$ cat config.mk
export PLATFORM = sky130hd
export DESIGN_NAME = adcss_top
export DESIGN_NICKNAME = d
export VERILOG_FILES = /design/src/rtl/adcss_pkg.sv /design/src/rtl/adcss_result_mem.sv /design/src/rtl/adcss_trig_sync.sv /design/src/rtl/adcss_top.sv
export VERILOG_INCLUDE_DIRS = /design/src /design/src/rtl
export SDC_FILE = /design/constraint.sdc
export NUM_CORES = 1
export LEC_CHECK = 0
export BUFFER_PORTS_ARGS = -buffer_cell sky130_fd_sc_hd__buf_2
export CAP_MARGIN = 20
export CORE_ASPECT_RATIO = 1.2
export CORE_MARGIN = 5
export CORE_UTILIZATION = 45
export CTS_CLUSTER_DIAMETER = 40
export DETAILED_ROUTE_END_ITERATION = 16
export PLACE_DENSITY = 0.59
export SLEW_MARGIN = 25
export SYNTH_ARGS = -nofsm -noshare
export SYNTH_HDL_FRONTEND = slang
export SYNTH_SLANG_ARGS = --single-unit
$ cat constraint.sdc
create_clock -name aclk -period 2.8 [get_ports aclk]
set_clock_uncertainty 0.1 [all_clocks]
set_input_delay 0.28 -clock aclk [delete_from_list [all_inputs] [get_ports aclk]]
set_output_delay 0.28 -clock aclk [all_outputs]
set_load 0.02 [all_outputs]
$ cat src/rtl/adcss_cfg.svh
`ifndef ADCSS_CFG_SVH
`define ADCSS_CFG_SVH
// ****************************************
// Register indices (byte address = 4 * index)
// ****************************************
`define ADCSS_IDX_CTL_LAST 6'h04
`define ADCSS_IDX_MODE 6'h03
`define ADCSS_IDX_START 6'h05
`define ADCSS_IDX_STATUS 6'h06
`define ADCSS_IDX_CMPE 6'h08
`define ADCSS_IDX_CCF 6'h0A
`define ADCSS_IDX_COMPARE_HIGHER_SELECT 6'h0E
`define ADCSS_IDX_RESULT0 6'h10
// ****************************************
// Status field positions
// ****************************************
`define ADCSS_BIT_DONE 7
`define ADCSS_BIT_TRIG_OVR 5
`define ADCSS_BIT_RES_OVR 4
// ****************************************
// Mode register fields and reset value
// ****************************************
`define ADCSS_BIT_SCAN 0
`define ADCSS_BIT_QUEUE 1
`define ADCSS_BIT_AUTO_FLAG_CLEAR 2
`define ADCSS_BIT_TRIG_LEVEL 3
`define ADCSS_BIT_TRIG_EN 4
`define ADCSS_LEN_LSB 8
`define ADCSS_MODE_RESET 16'h0100
// ****************************************
// Bus responses
// ****************************************
`define ADCSS_RESP_OKAY 2'h0
`define ADCSS_RESP_SLVERR 2'h2
`endif

$ cat src/rtl/adcss_pkg.sv
package adcss_pkg;
    typedef logic [3:0] adcss_cnt_t;
    typedef logic [5:0] adcss_idx_t;
    typedef enum {rd_idle, rd_fetch, rd_load, rd_resp} adcss_rd_e;
endpackage : adcss_pkg

$ cat src/rtl/adcss_result_mem.sv
`timescale 1ns/100ps
`default_nettype none
module adcss_result_mem #(
    parameter int DEPTH = 10,
    parameter int WIDTH = 16
) (
    input wire logic clk,
    input wire logic we,
    input wire adcss_pkg::adcss_cnt_t waddr,
    input wire logic [WIDTH-1:0] wdata,
    input wire logic [WIDTH/8-1:0] wbe,
    input wire adcss_pkg::adcss_cnt_t ra_addr,
    output logic [WIDTH-1:0] ra_data,
    input wire adcss_pkg::adcss_cnt_t rb_addr,
    output logic [WIDTH-1:0] rb_data
);
    import adcss_pkg::*;
    if (WIDTH % 8 != 0 || DEPTH > 16) begin : g_bad
        $error("adcss_result_mem: unsupported size");
    end
    logic [WIDTH-1:0] mem [DEPTH];
    // ****************************************
    // Byte-lane writes
    // ****************************************
    always_ff @(posedge clk) begin
        for (int b = 0; b < WIDTH / 8; b++) begin
            if (we && wbe[b] && int'(waddr) < DEPTH) begin
                mem[waddr][8*b +: 8] <= wdata[8*b +: 8];
            end
        end
    end
    // ****************************************
    // Registered reads, zero outside the array
    // ****************************************
    always_ff @(posedge clk) begin
        ra_data <= (int'(ra_addr) < DEPTH) ? mem[ra_addr] : '0;
        rb_data <= (int'(rb_addr) < DEPTH) ? mem[rb_addr] : '0;
    end
endmodule : adcss_result_mem
`default_nettype wire

$ cat src/rtl/adcss_trig_sync.sv
`timescale 1ns/100ps
`default_nettype none
module adcss_trig_sync (
    input wire logic clk,
    input wire logic resetn,
    input wire logic pin,
    output logic level,
    output logic rise
);
    logic [2:0] sync;
    logic [2:0] next_sync;
    always_comb begin
        next_sync = {sync[1:0], pin};
    end
    always_ff @(posedge clk) begin
        if (!resetn) begin
            sync <= 3'h0;
        end else begin
            sync <= next_sync;
        end
    end
    // Only the second stage and its delayed copy feed logic
    assign level = sync[1];
    assign rise = sync[1] & ~sync[2];
endmodule : adcss_trig_sync
`default_nettype wire

$ cat src/rtl/adcss_top.sv
`timescale 1ns/100ps
`default_nettype none
`include "adcss_cfg.svh"
// Overview of operation
// RQ1: The sequence done flag sets when a sequence ends, again after each one in scan mode.
// RQ2: It clears on a 1 written to it, any start write, or a result read with auto clear.
// RQ3: In edge trigger mode a trigger edge during a running sequence sets trigger overrun.
// RQ4: Trigger overrun clears on a 1 written or any control, compare or start write.
// RQ5: Result overrun sets when a result slot is stored while its complete flag is set.
// RQ6: Result overrun clears on a 1 written or any control, compare or start write.
// RQ7: A 4-bit read-only counter in status bits 3 to 0 points at the receiving slot.
// RQ8: Outside queue mode the counter returns to zero at sequence start and end.
// RQ9: In queue mode the counter runs on across sequences and wraps at its maximum.
// RQ10: An abort or an explicit start clears the counter in every mode.
// RQ11: Any write to the compare enable register aborts the running sequence.
// RQ12: One compare enable per conversion position 0 to 9 selects automatic compare.
// RQ13: Software loads the compare value into the slot, then picks the operator.
// RQ14: For compare positions the complete flag reports a successful compare.
// RQ15: Operator 0 passes on result lower or equal, operator 1 on result strictly higher.
// RQ16: A compared result is discarded and the slot keeps the compare value.
// RQ17: Unused status and compare enable bits read zero and ignore writes.
module adcss_top #(
    parameter int NUM_RESULTS = 10,
    parameter int RESULT_W = 10
) (
    input wire logic aclk,
    input wire logic aresetn,
    input wire logic [7:0] s_axi_awaddr,
    input wire logic s_axi_awvalid,
    output logic s_axi_awready,
    input wire logic [31:0] s_axi_wdata,
    input wire logic [3:0] s_axi_wstrb,
    input wire logic s_axi_wvalid,
    output logic s_axi_wready,
    output logic [1:0] s_axi_bresp,
    output logic s_axi_bvalid,
    input wire logic s_axi_bready,
    input wire logic [7:0] s_axi_araddr,
    input wire logic s_axi_arvalid,
    output logic s_axi_arready,
    output logic [31:0] s_axi_rdata,
    output logic [1:0] s_axi_rresp,
    output logic s_axi_rvalid,
    input wire logic s_axi_rready,
    input wire logic trig_pin,
    input wire logic conv_done,
    input wire logic [RESULT_W-1:0] conv_result,
    output logic seq_busy,
    output var adcss_pkg::adcss_cnt_t conversion_counter
);
    import adcss_pkg::*;
    if (NUM_RESULTS < 1 || NUM_RESULTS > 16 || RESULT_W < 1 || RESULT_W > 16) begin : g_bad
        $error("adcss_top: unsupported parameters");
    end
    // ****************************************
    // Helpers
    // ****************************************
    function automatic logic is_result(input adcss_idx_t idx);
        return int'(idx) >= int'(`ADCSS_IDX_RESULT0)
            && int'(idx) < int'(`ADCSS_IDX_RESULT0) + NUM_RESULTS;
    endfunction : is_result
    function automatic logic is_mapped(input adcss_idx_t idx);
        return is_result(idx) || idx <= `ADCSS_IDX_CTL_LAST || idx == `ADCSS_IDX_START
            || idx == `ADCSS_IDX_STATUS || idx == `ADCSS_IDX_CMPE
            || idx == `ADCSS_IDX_CCF || idx == `ADCSS_IDX_COMPARE_HIGHER_SELECT;
    endfunction : is_mapped
    function automatic logic [31:0] merge(input logic [31:0] old, input logic [31:0] data,
                                          input logic [3:0] strb);
        logic [31:0] mask;
        mask = '0;
        for (int i = 0; i < 4; i++) begin
            mask[8*i +: 8] = {8{strb[i]}};
        end
        return (old & ~mask) | (data & mask);
    endfunction : merge
    // ****************************************
    // State
    // ****************************************
    logic aw_held, next_aw_held, w_held, next_w_held, next_seq_busy;
    logic next_awready, next_wready, next_bvalid, next_arready, next_rvalid;
    logic sequence_done_flag, next_sequence_done_flag, pend_valid, next_pend_valid;
    logic trigger_overrun_flag, next_trigger_overrun_flag;
    logic result_overrun_flag, next_result_overrun_flag;
    logic [NUM_RESULTS-1:0] compare_enable_bits, next_compare_enable_bits;
    logic [NUM_RESULTS-1:0] compare_higher_select, next_compare_higher_select;
    logic [NUM_RESULTS-1:0] conversion_complete_flag, next_conversion_complete_flag;
    logic [31:0] w_data, next_w_data, next_rdata, rd_word;
    logic [15:0] mode, next_mode, pend_data, next_pend_data, ra_data, rb_data, mem_wdata;
    logic [3:0] w_strb, next_w_strb, len_field;
    logic [1:0] next_bresp, next_rresp, mem_wbe;
    adcss_idx_t aw_idx, next_aw_idx, ar_idx, next_ar_idx;
    adcss_rd_e rd_state, next_rd_state;
    adcss_cnt_t next_conversion_counter, pos, next_pos, seq_len, res_sel_w, res_sel_r, mem_waddr;
    logic wr_fire, start_wr, abort_wr, res_wr, res_rd, store_now, in_range, cmp_hit, mem_we;
    logic trig_level, trig_rise, trig_go, auto_flag_clear, queue_mode;
    logic [7:0] status_w1c;
    adcss_trig_sync u_trig (
        .clk(aclk), .resetn(aresetn), .pin(trig_pin), .level(trig_level), .rise(trig_rise)
    );
    adcss_result_mem #(.DEPTH(NUM_RESULTS), .WIDTH(16)) u_mem (
        .clk(aclk), .we(mem_we), .waddr(mem_waddr), .wdata(mem_wdata), .wbe(mem_wbe),
        .ra_addr(res_sel_r), .ra_data(ra_data), .rb_addr(conversion_counter), .rb_data(rb_data)
    );
    // Bus writes wait while a conversion result is being stored
    assign wr_fire = aw_held & w_held & ~s_axi_bvalid & ~pend_valid;
    assign start_wr = wr_fire && aw_idx == `ADCSS_IDX_START;
    assign abort_wr = wr_fire && (aw_idx <= `ADCSS_IDX_CTL_LAST
        || aw_idx == `ADCSS_IDX_CMPE || aw_idx == `ADCSS_IDX_COMPARE_HIGHER_SELECT); // [RQ11]
    assign res_wr = wr_fire && is_result(aw_idx);
    assign res_sel_w = adcss_cnt_t'(aw_idx - `ADCSS_IDX_RESULT0);
    assign res_sel_r = adcss_cnt_t'(ar_idx - `ADCSS_IDX_RESULT0);
    assign res_rd = rd_state == rd_load && is_result(ar_idx);
    assign status_w1c = (wr_fire && aw_idx == `ADCSS_IDX_STATUS && w_strb[0])
        ? w_data[7:0] : 8'h00;
    assign auto_flag_clear = mode[`ADCSS_BIT_AUTO_FLAG_CLEAR];
    assign queue_mode = mode[`ADCSS_BIT_QUEUE];
    assign len_field = mode[`ADCSS_LEN_LSB +: 4];
    assign seq_len = (len_field == 4'h0 || int'(len_field) > NUM_RESULTS)
        ? adcss_cnt_t'(NUM_RESULTS) : len_field;
    assign trig_go = mode[`ADCSS_BIT_TRIG_EN] & ~seq_busy
        & (mode[`ADCSS_BIT_TRIG_LEVEL] ? trig_level : trig_rise);
    assign store_now = pend_valid & seq_busy & ~abort_wr & ~start_wr;
    assign in_range = int'(conversion_counter) < NUM_RESULTS;
    // Operator 0: lower or same; operator 1: strictly higher
    assign cmp_hit = in_range && (compare_higher_select[conversion_counter]
        ? pend_data > rb_data : pend_data <= rb_data); // [RQ15]
    // ****************************************
    // Result slot writes
    // ****************************************
    always_comb begin
        mem_we = 1'b0;
        mem_waddr = conversion_counter;
        mem_wdata = pend_data;
        mem_wbe = 2'h3;
        if (store_now) begin
            // Compared results are dropped, the slot keeps its compare value
            mem_we = in_range && !compare_enable_bits[conversion_counter]; // [RQ16]
        end else if (res_wr) begin
            mem_we = 1'b1;
            mem_waddr = res_sel_w;
            mem_wdata = w_data[15:0];
            mem_wbe = w_strb[1:0];
        end
    end
    // ****************************************
    // Read data
    // ****************************************
    always_comb begin
        rd_word = 32'h0000_0000;
        if (is_result(ar_idx)) begin
            rd_word[15:0] = ra_data;
        end else begin
            unique case (ar_idx)
                `ADCSS_IDX_STATUS: begin
                    rd_word[`ADCSS_BIT_DONE] = sequence_done_flag;
                    rd_word[`ADCSS_BIT_TRIG_OVR] = trigger_overrun_flag;
                    rd_word[`ADCSS_BIT_RES_OVR] = result_overrun_flag;
                    rd_word[3:0] = conversion_counter; // [RQ7]
                end
                `ADCSS_IDX_CMPE: rd_word[NUM_RESULTS-1:0] = compare_enable_bits; // [RQ17]
                `ADCSS_IDX_COMPARE_HIGHER_SELECT: rd_word[NUM_RESULTS-1:0] = compare_higher_select;
                `ADCSS_IDX_CCF: rd_word[NUM_RESULTS-1:0] = conversion_complete_flag;
                `ADCSS_IDX_MODE: rd_word[15:0] = mode;
                default: rd_word = 32'h0000_0000;
            endcase
        end
    end
    // ****************************************
    // Next state
    // ****************************************
    always_comb begin
        next_aw_held = aw_held;
        next_aw_idx = aw_idx;
        next_w_held = w_held;
        next_w_data = w_data;
        next_w_strb = w_strb;
        next_bvalid = s_axi_bvalid;
        next_bresp = s_axi_bresp;
        next_rd_state = rd_state;
        next_ar_idx = ar_idx;
        next_rvalid = s_axi_rvalid;
        next_rdata = s_axi_rdata;
        next_rresp = s_axi_rresp;
        next_mode = mode;
        next_compare_enable_bits = compare_enable_bits;
        next_compare_higher_select = compare_higher_select;
        next_seq_busy = seq_busy;
        next_conversion_counter = conversion_counter;
        next_pos = pos;
        next_pend_valid = 1'b0;
        next_pend_data = pend_data;
        next_sequence_done_flag = 1'b0;
        next_result_overrun_flag = 1'b0;
        next_trigger_overrun_flag = 1'b0;
        next_conversion_complete_flag = '0;
        if (s_axi_awvalid && s_axi_awready) begin
            next_aw_held = 1'b1;
            next_aw_idx = s_axi_awaddr[7:2];
        end
        if (s_axi_wvalid && s_axi_wready) begin
            next_w_held = 1'b1;
            next_w_data = s_axi_wdata;
            next_w_strb = s_axi_wstrb;
        end
        if (wr_fire) begin
            next_aw_held = 1'b0;
            next_w_held = 1'b0;
            next_bvalid = 1'b1;
            next_bresp = is_mapped(aw_idx) ? `ADCSS_RESP_OKAY : `ADCSS_RESP_SLVERR;
        end
        if (s_axi_bvalid && s_axi_bready) begin
            next_bvalid = 1'b0;
        end
        next_awready = ~next_aw_held & ~next_bvalid;
        next_wready = ~next_w_held & ~next_bvalid;
        unique case (rd_state)
            rd_idle: begin
                if (s_axi_arvalid && s_axi_arready) begin
                    next_ar_idx = s_axi_araddr[7:2];
                    next_rd_state = rd_fetch;
                end
            end
            rd_fetch: next_rd_state = rd_load;
            rd_load: begin
                next_rd_state = rd_resp;
                next_rvalid = 1'b1;
                next_rdata = rd_word;
                next_rresp = is_mapped(ar_idx) ? `ADCSS_RESP_OKAY : `ADCSS_RESP_SLVERR;
            end
            rd_resp: begin
                if (s_axi_rready) begin
                    next_rvalid = 1'b0;
                    next_rd_state = rd_idle;
                end
            end
        endcase
        next_arready = next_rd_state == rd_idle;
        if (wr_fire) begin
            unique case (aw_idx)
                `ADCSS_IDX_MODE: next_mode = 16'(merge({16'h0000, mode}, w_data, w_strb));
                `ADCSS_IDX_CMPE: next_compare_enable_bits = NUM_RESULTS'(merge(
                    32'(compare_enable_bits), w_data, w_strb)); // [RQ12] [RQ17]
                `ADCSS_IDX_COMPARE_HIGHER_SELECT: next_compare_higher_select = NUM_RESULTS'(merge(
                    32'(compare_higher_select), w_data, w_strb));
                default: next_mode = mode;
            endcase
        end
        // Conversion capture, stored one cycle later once the slot is read back
        if (conv_done && seq_busy && !abort_wr && !start_wr) begin
            next_pend_valid = 1'b1;
            next_pend_data = 16'(conv_result);
        end
        if (store_now) begin
            next_conversion_counter = conversion_counter + 4'h1; // [RQ9]
            next_pos = pos + 4'h1;
            if (pos == seq_len - 4'h1) begin
                next_sequence_done_flag = 1'b1; // [RQ1]
                next_pos = 4'h0;
                if (!queue_mode) begin
                    next_conversion_counter = 4'h0; // [RQ8]
                end
                next_seq_busy = mode[`ADCSS_BIT_SCAN] & ~mode[`ADCSS_BIT_TRIG_EN]; // [RQ1]
            end
        end
        // Trigger or start write begins a sequence, an abort write ends it
        if (trig_go || start_wr || abort_wr) begin
            next_seq_busy = ~abort_wr; // [RQ11]
            next_pos = 4'h0;
            if (!queue_mode || start_wr || abort_wr) begin
                next_conversion_counter = 4'h0; // [RQ8] [RQ10]
            end
        end
        // Flags: a hardware set wins over a software clear
        next_sequence_done_flag = next_sequence_done_flag | (sequence_done_flag
            & ~(status_w1c[`ADCSS_BIT_DONE] | start_wr
            | (res_rd & auto_flag_clear))); // [RQ2]
        next_trigger_overrun_flag = (mode[`ADCSS_BIT_TRIG_EN] & ~mode[`ADCSS_BIT_TRIG_LEVEL]
            & trig_rise & seq_busy) // [RQ3]
            | (trigger_overrun_flag & ~(status_w1c[`ADCSS_BIT_TRIG_OVR]
            | abort_wr | start_wr)); // [RQ4]
        next_result_overrun_flag = (store_now && in_range
            && !compare_enable_bits[conversion_counter]
            && conversion_complete_flag[conversion_counter]) // [RQ5]
            | (result_overrun_flag & ~(status_w1c[`ADCSS_BIT_RES_OVR]
            | abort_wr | start_wr)); // [RQ6]
        // Complete flags; a start write clears even against a set
        for (int n = 0; n < NUM_RESULTS; n++) begin
            if (store_now && int'(conversion_counter) == n
                && (!compare_enable_bits[n] || cmp_hit)) begin
                next_conversion_complete_flag[n] = 1'b1; // [RQ14]
            end else if (auto_flag_clear && ((res_rd && int'(res_sel_r) == n
                && !compare_enable_bits[n]) || (res_wr && int'(res_sel_w) == n
                && compare_enable_bits[n]))) begin
                next_conversion_complete_flag[n] = 1'b0;
            end else begin
                next_conversion_complete_flag[n] = conversion_complete_flag[n];
            end
        end
        if (start_wr) begin
            next_conversion_complete_flag = '0;
        end
    end
    // ****************************************
    // Registers
    // ****************************************
    always_ff @(posedge aclk) begin
        if (!aresetn) begin
            aw_held <= 1'b0;
            aw_idx <= 6'h00;
            w_held <= 1'b0;
            w_data <= 32'h0000_0000;
            w_strb <= 4'h0;
            s_axi_awready <= 1'b0;
            s_axi_wready <= 1'b0;
            s_axi_bvalid <= 1'b0;
            s_axi_bresp <= 2'h0;
            rd_state <= rd_idle;
            ar_idx <= 6'h00;
            s_axi_arready <= 1'b0;
            s_axi_rvalid <= 1'b0;
            s_axi_rdata <= 32'h0000_0000;
            s_axi_rresp <= 2'h0;
            mode <= `ADCSS_MODE_RESET;
            compare_enable_bits <= '0;
            compare_higher_select <= '0;
            conversion_complete_flag <= '0;
            sequence_done_flag <= 1'b0;
            trigger_overrun_flag <= 1'b0;
            result_overrun_flag <= 1'b0;
            seq_busy <= 1'b0;
            conversion_counter <= 4'h0;
            pos <= 4'h0;
            pend_valid <= 1'b0;
            pend_data <= 16'h0000;
        end else begin
            aw_held <= next_aw_held;
            aw_idx <= next_aw_idx;
            w_held <= next_w_held;
            w_data <= next_w_data;
            w_strb <= next_w_strb;
            s_axi_awready <= next_awready;
            s_axi_wready <= next_wready;
            s_axi_bvalid <= next_bvalid;
            s_axi_bresp <= next_bresp;
            rd_state <= next_rd_state;
            ar_idx <= next_ar_idx;
            s_axi_arready <= next_arready;
            s_axi_rvalid <= next_rvalid;
            s_axi_rdata <= next_rdata;
            s_axi_rresp <= next_rresp;
            mode <= next_mode;
            compare_enable_bits <= next_compare_enable_bits;
            compare_higher_select <= next_compare_higher_select;
            conversion_complete_flag <= next_conversion_complete_flag;
            sequence_done_flag <= next_sequence_done_flag;
            trigger_overrun_flag <= next_trigger_overrun_flag;
            result_overrun_flag <= next_result_overrun_flag;
            seq_busy <= next_seq_busy;
            conversion_counter <= next_conversion_counter;
            pos <= next_pos;
            pend_valid <= next_pend_valid;
            pend_data <= next_pend_data;
        end
    end
endmodule : adcss_top
`default_nettype wire

After elaboration in Yosys (flattened, before gate mapping)
Memories as Yosys holds them, arrays and structs flattened. A register that Yosys moved wholly into a read port is not among the register bits.
Cells that the tools add are included.

storage, ports and cells
  register bits = 161
  RAM bits = 160
  input bits = 71
  memories = 1

memory list
  memory     words  bits a word  read ports  clocked after Yosys merged registers in  write ports  line                    RTL
  u_mem.mem  10     16           2           2                                        1            adcss_result_mem.sv:21  logic [WIDTH-1:0] mem [DEPTH];

cells by class
  $add $sub $neg = 5
  $lt $le $gt $ge = 13
  equal/unequal tests = 45
  multiplexer cells = 73
  bitwise gates (word level) = 51
  reductions and logical operators = 176

operators by type and width
  kind                                            number
  one-hot mux 32 bit (4 select lines)             1
  logical AND 1 bit                               94
  == test 4 bit, second input constant            18
  == test 32 x 2 -> 1 bit, second input constant  2
  logical NOT 32 bit                              2
  2-to-1 mux 32 bit                               2
  2-to-1 mux 16 bit                               3
  2-to-1 mux 1 bit                                44
  logical OR 1 bit                                39
  == test 6 x 4 -> 1 bit, second input constant   6
  2-to-1 mux 4 bit                                9
  bitwise AND 16 bit                              2
  == test 32 x 1 -> 1 bit, second input constant  1
  == test 32 x 3 -> 1 bit, second input constant  1
  one-hot mux 6 bit (5 select lines)              1
  nonzero test 2 bit                              13
  == test 4 x 3 -> 1 bit, second input constant   6
  == test 6 x 3 -> 1 bit, second input constant   4
  bitwise AND 10 bit                              2
  OR 10 bit                                       2
  bitwise AND 1 bit                               19
  > comparator 10 x 16 -> 1 bit                   1
  <= comparator 10 x 16 -> 1 bit                  1
  logical NOT 1 bit                               16
  27 further kinds                                74

Longest topological paths before layout
Gate-level depths: netlist (run 1).

  word-level depth = 12
  mapped depth = 9
  gate-level depth less buffers = 9

By module
Synthesis (run 1) repeated with hierarchy kept, for this count alone.

unflattened totals
  cell total of the unflattened synthesis = 1509
  area total of the unflattened synthesis = 16578.4 um^2

modules (own cells, without submodules)
  module            times used  cells an instance  area an instance (um^2)  seq. area each (um^2)
  adcss_result_mem  1           562                8723.4                   5445.2
  adcss_top         1           940                7762.4                   3123.0
  adcss_trig_sync   1           7                  92.6                     60.1

Worst setup path before layout (run 1)
Ideal clock, no wire load.

  kind = reg2reg
  from = reg conversion_counter[0]
  to = mem u_mem.mem[7][10] (enable)
  library setup time = 0.370 ns
  arrival time = 2.187 ns
  required time = 2.330 ns
  path slack = 0.143 ns
  cell stages (with the launch flop) = 8
  buffers on the path = 1
  clock period less this slack = 2.657 ns
  cell sequence = dfxtp_1 > buf_2 > mux4_2 > mux2i_1 > a32oi_1 > o21ai_0 > nand2_1 > nor2_1

between the ends
  word-level cells in the longest chain between the ends = 9
  elaborated cells between the ends (all ways) = 13
  those cells by class = 2 x order compare; 7 x mux; 4 x reduce/logical

RTL lines
  element                                 line                    RTL
  start: declaration                      adcss_top.sv:49         output var adcss_pkg::adcss_cnt_t conversion_counter
  start signal: assignment                adcss_top.sv:359        conversion_counter <= next_conversion_counter;
  binary-select mux 1 bit (select 4 bit)  adcss_top.sv:137        mem_we = in_range && !compare_enable_bits[conversion_counter];
  2-to-1 mux 1 bit (implied by the code)  adcss_top.sv:137
  logical NOT 1 bit                       adcss_top.sv:137
  logical AND 1 bit                       adcss_top.sv:137
  2-to-1 mux 1 bit                        adcss_top.sv:135        if (store_now) begin
  logical AND 1 bit (2 in a row)          adcss_result_mem.sv:27  if (we && wbe[b] && int'(waddr) < DEPTH) begin
  2-to-1 mux 1 bit                        adcss_result_mem.sv:27
  2-to-1 mux 1 bit (implied by the code)  adcss_result_mem.sv:28  mem[waddr][8*b +: 8] <= wdata[8*b +: 8];
  end: declaration                        adcss_result_mem.sv:21

Parallel ways exist; a longest one is shown, timed or not. The select of a mux whose other input is x is not followed.

Worst setup path in the final report (run 1)
  from = reg conversion_counter[0]
  to = mem u_mem.mem[6][10] (enable)

The elaborated chain is that of the path after synthesis.

==> run_results.csv, run 1 <==
group,metric,value,unit
power_and_ir_drop,power_density,621,nW/um^2
placement,globalplace.congestion,0.940,
routing,dr.pass1.iters,5,
global_route,gr-total-overflow,0,
clock_tree,cts-buffers-inserted,42,
floorplanning,ios,117,
floorplanning,die-area,39200,um^2
timing,worst_pin_slew,834,ps
logic_synthesis,ys_ff_latch,351,
logic_synthesis,post_synth_xor_area_fraction,0.709,%
routing,highest_layer,"met5",
floorplanning,core,34900,um^2
placement,hpwl,31200,um
floorplanning,start_util,45.5,%
logic_synthesis,syn_avg_cell_area,11.4,um^2
global_route,grt_pass1_wl,67100,um
power_and_ir_drop,ir_drop,441,uV
logic_synthesis,synthAdderAreaFrac,1.26,%
timing,fin_crit_sh,95.2,%
clock_tree,cts.sinks,351,
layout,drive_gt1_share,22.6,%
logic_synthesis,ys.flop_type,"dfxtp_1",
global_route,grt_max_degree,60,
critical_path,crit_fanout,8,
clock_tree,clk_path_buf_depth,3,
placement,numPortBuffers,76,
min_path,hp-class,"in -> reg",
critical_path,crit_top_cell,"buf_4",
critical_path,crit_chain,"mux4_2, mux2i_1, a32oi_1, o21ai_0, buf_4, nand2_1, nor2_1, buf_4",
critical_path,cp_slowest_stage_delay,530,ps
outcome,status,"finished clean",
layout,antenna_cells,0,
timing,hold_slack,33.2,ps
timing,maxSlewViolCount,0,
placement,place_worst_setup_slack,142,ps
routing,drc_errors,0,
global_route,grtUsageTotal,21.7,%
floorplanning,die_w,181,um
timing,slew-limit-headroom,44.3,%
clock_tree,clockRootBuffer,"clkbuf_16",
critical_path,endpoint_kind,"register",
routing,via_per_inst,5.63,
logic_synthesis,synth_compound_area_share,9.56,%
routing,routed_wl,43200,um
routing,drtIter0Drc,790,
routing,ant_nets,0,
run,drv_cap,0,
logic_synthesis,synth_warnings,0,
logic_synthesis,synth_top_family_by_area,"multiplexers",
floorplanning,fp.dieH,216,um
routing,wl_met1,16700,um
timing,setup_violations,0,
timing,setup_ws,134,ps
routing,wl_per_cell,21.0,um
floorplanning,num_rows,75,
logic_synthesis,yosysSeqAreaShare,54.4,%
critical_path,crit_required,2950,ps
timing,final-hold-violation-count,0,
timing,clock.fmax,375,MHz
timing,min_period,2670,ps
global_route,grt_pass1_vias,11900,
routing,wl_met2,22500,um
global_route,antenna_found_initial,2,
logic_synthesis,syn-cell-area,15900,um^2
critical_path,slowest_stage,"mux4_2",
logic_synthesis,synth-simple-area-share,14.8,%
logic_synthesis,async_reset_ff_share,0,%
clock_tree,clk_pin_slew,60,ps
logic_synthesis,synth-edff-count,160,
timing,rsz0062_at_grt,"no",
critical_path,cp.arrival,2820,ps
routing,met3_length,2210,um
logic_synthesis,muxShareOfSynthArea,15.8,%
clock_tree,htreeDepth,2,
power_and_ir_drop,power.leakage,0.00664,uW
clock_tree,cts_tree,"built",
layout,nets,1653,
logic_synthesis,syn_inst,1394,
clock_tree,clock_latency,550,ps
layout,area_growth,20.0,%
critical_path,crit_type,"reg -> reg",
routing,vias,11600,
timing,finalSetupTns,0,ps
logic_synthesis,synth_cell_types,66,
critical_path,cp-start-kind,"register",
-- layout by cell type (no fill, tap or decap), drive strengths merged, types with 42 or more instances in the layout --
cell         instances
clkbuf              56
nand3               42
a21oi               52
mux2i               56
a22oi               61
buf                165
o21ai               64
edfxtp             160
dlygate4sd3         49
dfxtp              191
mux4                70
nor2               106
nand2              196
and2                44
-- cell usage after synthesis, types with 3 or more instances --
library cell / n / area, um^2
nand2_1: 196 / 736
dfxtp_1: 191 / 3820
edfxtp_1: 160 / 4800
nor2_1: 106 / 398
mux4_2: 70 / 1580
clkbuf_1: 64 / 240
a22oi_1: 61 / 458
o21ai_0: 61 / 305
mux2i_1: 56 / 561
a21oi_1: 52 / 260
and2_1: 44 / 275
nand3_1: 42 / 210
mux2_2: 33 / 372
inv_1: 20 / 75.1
buf_4: 18 / 135
nand4_1: 18 / 113
nor2b_1: 17 / 106
ha_1: 16 / 200
a31oi_1: 14 / 87.6
nor3_1: 14 / 70.1
buf_2: 12 / 60.1
nand2b_1: 10 / 62.6
a211oi_1: 9 / 67.6
buf_1: 9 / 33.8
nor4_1: 9 / 56.3
and3_1: 8 / 50.1
xnor2_1: 6 / 52.6
o211ai_1: 5 / 37.5
or2_2: 5 / 31.3
or4_1: 5 / 37.5
xor2_1: 5 / 43.8
nor4bb_1: 4 / 40.0
o31ai_1: 4 / 30.0
a32oi_1: 3 / 26.3
a41oi_1: 3 / 26.3
nand4b_1: 3 / 26.3
nor3b_1: 3 / 22.5
o21a_1: 3 / 22.5
o21ai_1: 3 / 15.0
-- worst paths after layout --
| kind | start | to | slack (ps) | depth (start not counted) |
|---|---|---|---|---|
| max | conversion_counter[0] | u_mem.mem[6][10] | 130 | 8 |
| min | s_axi_awvalid | aw_held | 30 | 3 |
| max reg2reg | conversion_counter[0] | u_mem.mem[6][10] | 130 | 8 |
| min reg2reg | u_trig.sync[0] | u_trig.sync[1] | 340 | 1 |
-- timing repair --
item,CTS,global route
endpoints found under the setup margin,0,0
buffers inserted,0,0
hold buffers,49,0
gates resized for setup,0,0
endpoints found under the hold margin,45,0
-- critical path: cells and delay by family, from the launching register on --
family | cells | cell delay (ps)
AO/OA/AOI/OAI | 2 | 400
buffers and inverters | 2 | 350
flip-flops | 1 | 440
multiplexers | 2 | 860
AND/OR/NAND/NOR | 2 | 240
-- kinds of logic after synthesis --
family,after synthesis
buf+inv,124
other cells,1
mux,159
fa+ha+maj,16
compound gates,236
simple gates,495
flops,351
xor+xnor,12
-- final cells by class --
cell class / count / area (um^2)
repair buffers: 214 / 1560
clock inverters: 20 / 205
clock buffers: 56 / 1210
flip-flops and latches: 351 / 8640
fillers: 3038 / 15900
multi-input cells: 936 / 6770
inverters: 21 / 78.8
well taps: 462 / 578
-- layer usage --
metal,track usage (%),vias up
met5,0,-
met4,8.91,4
met3,3.70,101
met2,39.1,357
met1,25.6,5661
li1,-,5467
-- stage by stage --
step	cells	total power, uW	utilization [%]	cell area, um^2
2_1_floorplan	1411	6170	-	15900
3_3_place_gp	1935	6440	49.1	17100
3_5_place_dp	1935	6450	49.1	17100
4_1_cts	2060	11900	54.6	19000
5_1_grt	2060	12300	54.6	19000
6_report	2060	11800	54.6	19000
-- where the power goes --
group / total [uW] / switching (uW) / internal [uW]
logic: 836 / 503 / 333
registers: 5550 / 115 / 5440
clock network: 5440 / 2180 / 3260
total: 11800 / 2790 / 9040
Note: power is estimated with default switching activity, not from simulation.
==> run 2, diff against run 1 <==
Clock period 2.8 ns to 2.7 ns, I/O delays scaled along.
==> run_results.csv, run 2 (synthesis results as in run 1) <==
group,metric,value,unit
critical_path,reg2regPathDepth,7,
timing,rsz0062_at_grt,"no",
clock_tree,clockRootBuffer,"clkbuf_16",
routing,ant_nets,0,
floorplanning,ios,117,
layout,antenna_cells,0,
power_and_ir_drop,power_density,671,nW/um^2
timing,min_period,2570,ps
timing,hold_slack,23.7,ps
power_and_ir_drop,intPower,10000,uW
routing,dr.pass1.iters,5,
layout,seqCellArea,8640,um^2
clock_tree,cts.sinks,351,
timing,finalSetupTns,0,ps
global_route,grt_pass1_wl,68900,um
layout,area_growth,22.0,%
critical_path,endpoint_kind,"register",
power_and_ir_drop,p_comb_share,6.8,%
floorplanning,die_w,181,um
routing,wl_per_cell,21.2,um
clock_tree,clk_path_buf_depth,3,
critical_path,crit_top_cell,"buf_4",
global_route,grt_max_degree,95,
timing,setup_ws,127,ps
global_route,grt_pass1_vias,12000,
timing,fin_crit_sh,95.3,%
min_path,min_path_cells,4,
power_and_ir_drop,p_seq_share,44.3,%
placement,numPortBuffers,76,
power_and_ir_drop,switching_share,23.0,%
routing,via_per_inst,5.62,
floorplanning,num_rows,75,
critical_path,crit_cells,7,
global_route,gr-total-overflow,0,
clock_tree,clock_latency,560,ps
routing,routed_wl,44000,um
routing,drtIter0Drc,827,
placement,place_worst_setup_slack,150,ps
critical_path,crit_fanout,8,
clock_tree,cts_tree,"built",
critical_path,crit_chain,"nor4bb_1, buf_4, nand4_1, a31oi_1, nand2b_1, nor2_1, buf_4",
placement,hpwl,31300,um
global_route,antenna_found_initial,0,
layout,drive_gt1_share,23.2,%
critical_path,slowest_stage,"a31oi_1",
clock_tree,htreeDepth,2,
routing,vias,11700,
timing,maxSlewViolCount,0,
run,drv_cap,0,
critical_path,cp-start-kind,"register",
layout,final_cell_mix,"196 x nand2_1, 187 x dfxtp_1, 160 x edfxtp_1",
floorplanning,start_util,45.5,%
power_and_ir_drop,pwr-share-clk,48.9,%
min_path,hp-class,"in -> reg",
critical_path,path_buf_inv,2,
floorplanning,die-area,39200,um^2
clock_tree,clk_pin_slew,60,ps
power_and_ir_drop,switchingPower,2990,uW
power_and_ir_drop,power.leakage,0.00678,uW
critical_path,crit_type,"reg -> reg",
layout,final_common_cell,"nand2_1",
critical_path,path_delay_family,"simple AND/OR/NAND/NOR gates",
outcome,status,"finished clean",
layout,fillers,2989,
floorplanning,fp.dieH,216,um
clock_tree,cts-buffers-inserted,47,
routing,drc_errors,0,
timing,final-hold-violation-count,0,
clock_tree,cts.repair.resized,0,
timing,worst_pin_slew,917,ps
timing,setup_violations,0,
placement,globalplace.congestion,0.927,
critical_path,crit_required,2910,ps
timing,clock.fmax,389,MHz
power_and_ir_drop,ir_drop,421,uV
layout,fin_cells,2079,
placement,dp.cells,1940,
critical_path,cp.arrival,2790,ps
layout,nets,1667,
critical_path,cp_slowest_stage_delay,700,ps
floorplanning,core,34900,um^2
global_route,grtUsageTotal,22.5,%
layout,multi_input_comb_area,6770,um^2
timing,slew-limit-headroom,38.7,%
run 2: cell types whose count changed in the layout (fill, tap and decap cells not counted), moves of 2 or more:
cell / change
dlygate4sd3_1: +2
clkbuf_1: +2
buf_12: +2
clkinv_4: +4
bufinv_16: +4
clkinvlp_4: +3
buf_4: +5
clkbuf_8: -3
inv_6: -4
clkbuf_16: +5
inv_8: -2
run 2: final cells by class:
| cell class | instances | area share (%) |
|---|---|---|
| Multi-Input combinational cell | 936 | 35.0 |
| Clock buffer | 60 | 6.70 |
| Timing Repair Buffer | 223 | 8.58 |
| Sequential cell | 351 | 44.6 |
| Tap cell | 462 | 2.98 |
| Clock inverter | 26 | 1.76 |
| Inverter | 21 | 0.407 |
run 2: routing by layer:
layer | wire [um] | global-route usage (%) | up-vias | share of wire [%]
met5 | 0 | 0 | - | 0
met4 | 1970 | 9.48 | 0 | 4.5
met3 | 2160 | 3.33 | 110 | 4.9
met2 | 22200 | 38.9 | 357 | 50
met1 | 17700 | 28.3 | 5722 | 40
li1 | - | - | 5494 | -
run 2: worst paths after layout:
| path | slack (ps) | from | end |
|---|---|---|---|
| worst max-delay path | 130 | w_held | u_mem.mem[8][0] |
| worst min-delay path | 20 | s_axi_arvalid | s_axi_arready |
| worst max register to register | 130 | w_held | u_mem.mem[8][0] |
| worst min register to register | 330 | u_trig.sync[0] | u_trig.sync[1] |
run 2: per-stage QoR:
step                instance area, um^2  power [uW]  util (%)
global placement                  17200        6680      49.3
global route                      19400       13500      55.5
detailed placement                17200        6690      49.3
CTS                               19400       13100      55.4
floorplan                         15900        6400         -
finish                            19400       13000      55.5
run 2: tightest hold or removal path, cell delays in order:
cell     delay [ps]
buf_2           110
a21oi_1          60
a31oi_1         130
nor3b_1          60
run 2: power by group through the flow:
stage / registers (uW) / logic (uW) / clock network (uW)
2_1_floorplan: 5880 / 522 / 0
3_3_place_gp: 5860 / 813 / 0
3_5_place_dp: 5870 / 822 / 0
4_1_cts: 5760 / 880 / 6480
5_1_grt: 5770 / 965 / 6740
6_report: 5760 / 880 / 6360
run 2: what timing repair did:
item | CTS | global route
hold buffers | 51 | 0
endpoints found under the hold margin | 54 | 0
buffers inserted | 0 | 2
setup endpoints to repair | 0 | 16
==> run 3, diff against run 2 <==
Settings changed: CORE_UTILIZATION 45 to 60, PLACE_DENSITY 0.59 to unset, PLACE_DENSITY_LB_ADDON set to 0.15.
==> run_results.csv, run 3 (synthesis results as in run 1) <==
group,metric,value,unit
clock_tree,htreeDepth,2,
timing,final-hold-violation-count,0,
placement,globalplace.congestion,0.984,
layout,drive_gt1_share,22.6,%
floorplanning,die_w,158,um
timing,fin_crit_sh,94.6,%
min_path,hold_path_end,"aw_idx[1]",
routing,dr.pass1.iters,5,
clock_tree,clock_latency,540,ps
critical_path,cp-start-kind,"register",
clock_tree,cts.sinks,351,
routing,via_per_inst,6.14,
global_route,grt_pass1_vias,12100,
routing,drc_errors,0,
global_route,gr-total-overflow,0,
routing,routed_wl,43700,um
min_path,min_path_cells,3,
clock_tree,clockRootBuffer,"clkbuf_16",
floorplanning,ios,117,
global_route,grt_max_degree,61,
routing,drtIter0Drc,1114,
min_path,hp-class,"in -> reg",
placement,dp.cells,1807,
critical_path,reg2reg_from,"conversion_counter[0]",
critical_path,reg2regPathDepth,6,
timing,clock.fmax,392,MHz
placement,hpwl,30500,um
global_route,antenna_found_initial,0,
layout,fin_cells,1931,
critical_path,endpoint_kind,"register",
critical_path,crit_type,"reg -> reg",
outcome,status,"finished clean",
power_and_ir_drop,intPower,9530,uW
global_route,grt_pass1_wl,68400,um
run,drv_cap,0,
layout,area_growth,19.2,%
routing,vias,11800,
clock_tree,post-cts-setup-buffers,0,
timing,setup_violations,0,
floorplanning,core,26200,um^2
timing,setup_ws,147,ps
placement,numPortBuffers,76,
critical_path,crit_required,2830,ps
layout,fillers,1853,
clock_tree,clk_path_buf_depth,3,
timing,slew-limit-headroom,33.2,%
clock_tree,cts-buffers-inserted,42,
clock_tree,cts_tree,"built",
floorplanning,start_util,60.6,%
floorplanning,num_rows,65,
timing,rsz0062_at_grt,"no",
floorplanning,fp.dieH,188,um
critical_path,crit_fanout,29,
critical_path,rr_endpoint,"u_mem.mem[9][13]",
power_and_ir_drop,power_density,652,nW/um^2
power_and_ir_drop,p_comb_share,7.1,%
min_path,min_from,"s_axi_awvalid",
critical_path,rrSetupSlack,150,ps
critical_path,cp.arrival,2690,ps
layout,nets,1651,
power_and_ir_drop,power.leakage,0.00665,uW
power_and_ir_drop,pwr-share-clk,46.2,%
clock_tree,clk_pin_slew,60,ps
power_and_ir_drop,ir_drop,630,uV
timing,worst_pin_slew,999,ps
power_and_ir_drop,p_seq_share,46.7,%
layout,final_cell_mix,"196 x nand2_1, 185 x dfxtp_1, 160 x edfxtp_1",
timing,maxSlewViolCount,0,
layout,antenna_cells,0,
power_and_ir_drop,switchingPower,2800,uW
power_and_ir_drop,switching_share,22.7,%
placement,place_worst_setup_slack,42.6,ps
routing,wl_per_cell,22.6,um
timing,min_period,2550,ps
floorplanning,die-area,29800,um^2
routing,ant_nets,0,
global_route,grtUsageTotal,29.7,%
layout,final_common_cell,"nand2_1",
timing,finalSetupTns,0,ps
==> run 3: changes by cell type in the layout (fill, tap and decap cells not counted), moves of 3 or more <==
cell           change
buf_4              -8
clkbuf_1           +3
clkbuf_16          -4
clkinv_4           -6
clkinvlp_4         -4
dlygate4sd3_1      -3
inv_8              +3
==> run 3: final cells by class <==
cell class	count	area (um^2)	share of cell area [%]
flip-flops and latches	351	8640	45.7
multi-input cells	936	6790	35.9
repair buffers	212	1560	8.26
clock buffers	61	1220	6.44
well taps	335	419	2.22
clock inverters	15	205	1.08
inverters	21	80.1	0.423
==> run 3: per-layer routing <==
metal  share of wire, %  wire (um)  up-vias  GRT usage (%)
met5                  0          0        -              0
met4                4.8       2110        0           13.1
met3                6.7       2940      126           4.43
met2                 50      22100      511           50.9
met1                 38      16600     5753           37.1
li1                   -          -     5459              -
==> run 3: what timing repair did <==
item,CTS,global route
gates resized for setup,0,8
hold endpoints to repair,45,0
hold buffers,48,0
endpoints found under the setup margin,0,162
==> run 3: worst max-delay path, cell delays in order, from the launching register on <==
cell	delay, ps
dfxtp_4	420
buf_4	480
inv_1	270
o31a_1	450
nand2b_1	210
nor2_1	110
buf_4	200
==> run 3: worst max-delay path by stage <==
stage                           from                to  cells after the start  slack (ps)
6_report       conversion_counter[0]  u_mem.mem[9][13]                      6         150
3_3_place_gp   conversion_counter[0]  u_mem.mem[7][15]                      7          50
2_1_floorplan  conversion_counter[0]  u_mem.mem[7][10]                      7          40
4_1_cts        conversion_counter[0]  u_mem.mem[6][14]                      7          40
3_5_place_dp   conversion_counter[0]  u_mem.mem[6][12]                      7          40
5_1_grt        conversion_counter[0]  u_mem.mem[9][13]                      6         0.9
==> run 3: power by group through the flow <==
stage	sequential [uW]	clock [uW]	combinational, uW
6_report	5750	5700	873
2_1_floorplan	5880	0	522
5_1_grt	5770	6030	955
3_3_place_gp	5860	0	797
4_1_cts	5750	5780	865
3_5_place_dp	5860	0	811
==> run 3: per-stage QoR <==
stage               util (%)  hold slack, ps  area, um^2  total power (uW)
floorplan                  -             297       15900              6400
global placement        64.9             318       17000              6660
detailed placement      64.9             323       17000              6670
CTS                     72.2            4.25       18900             12400
global route            72.2            25.2       18900             12800
finish                  72.2            15.6       18900             12300
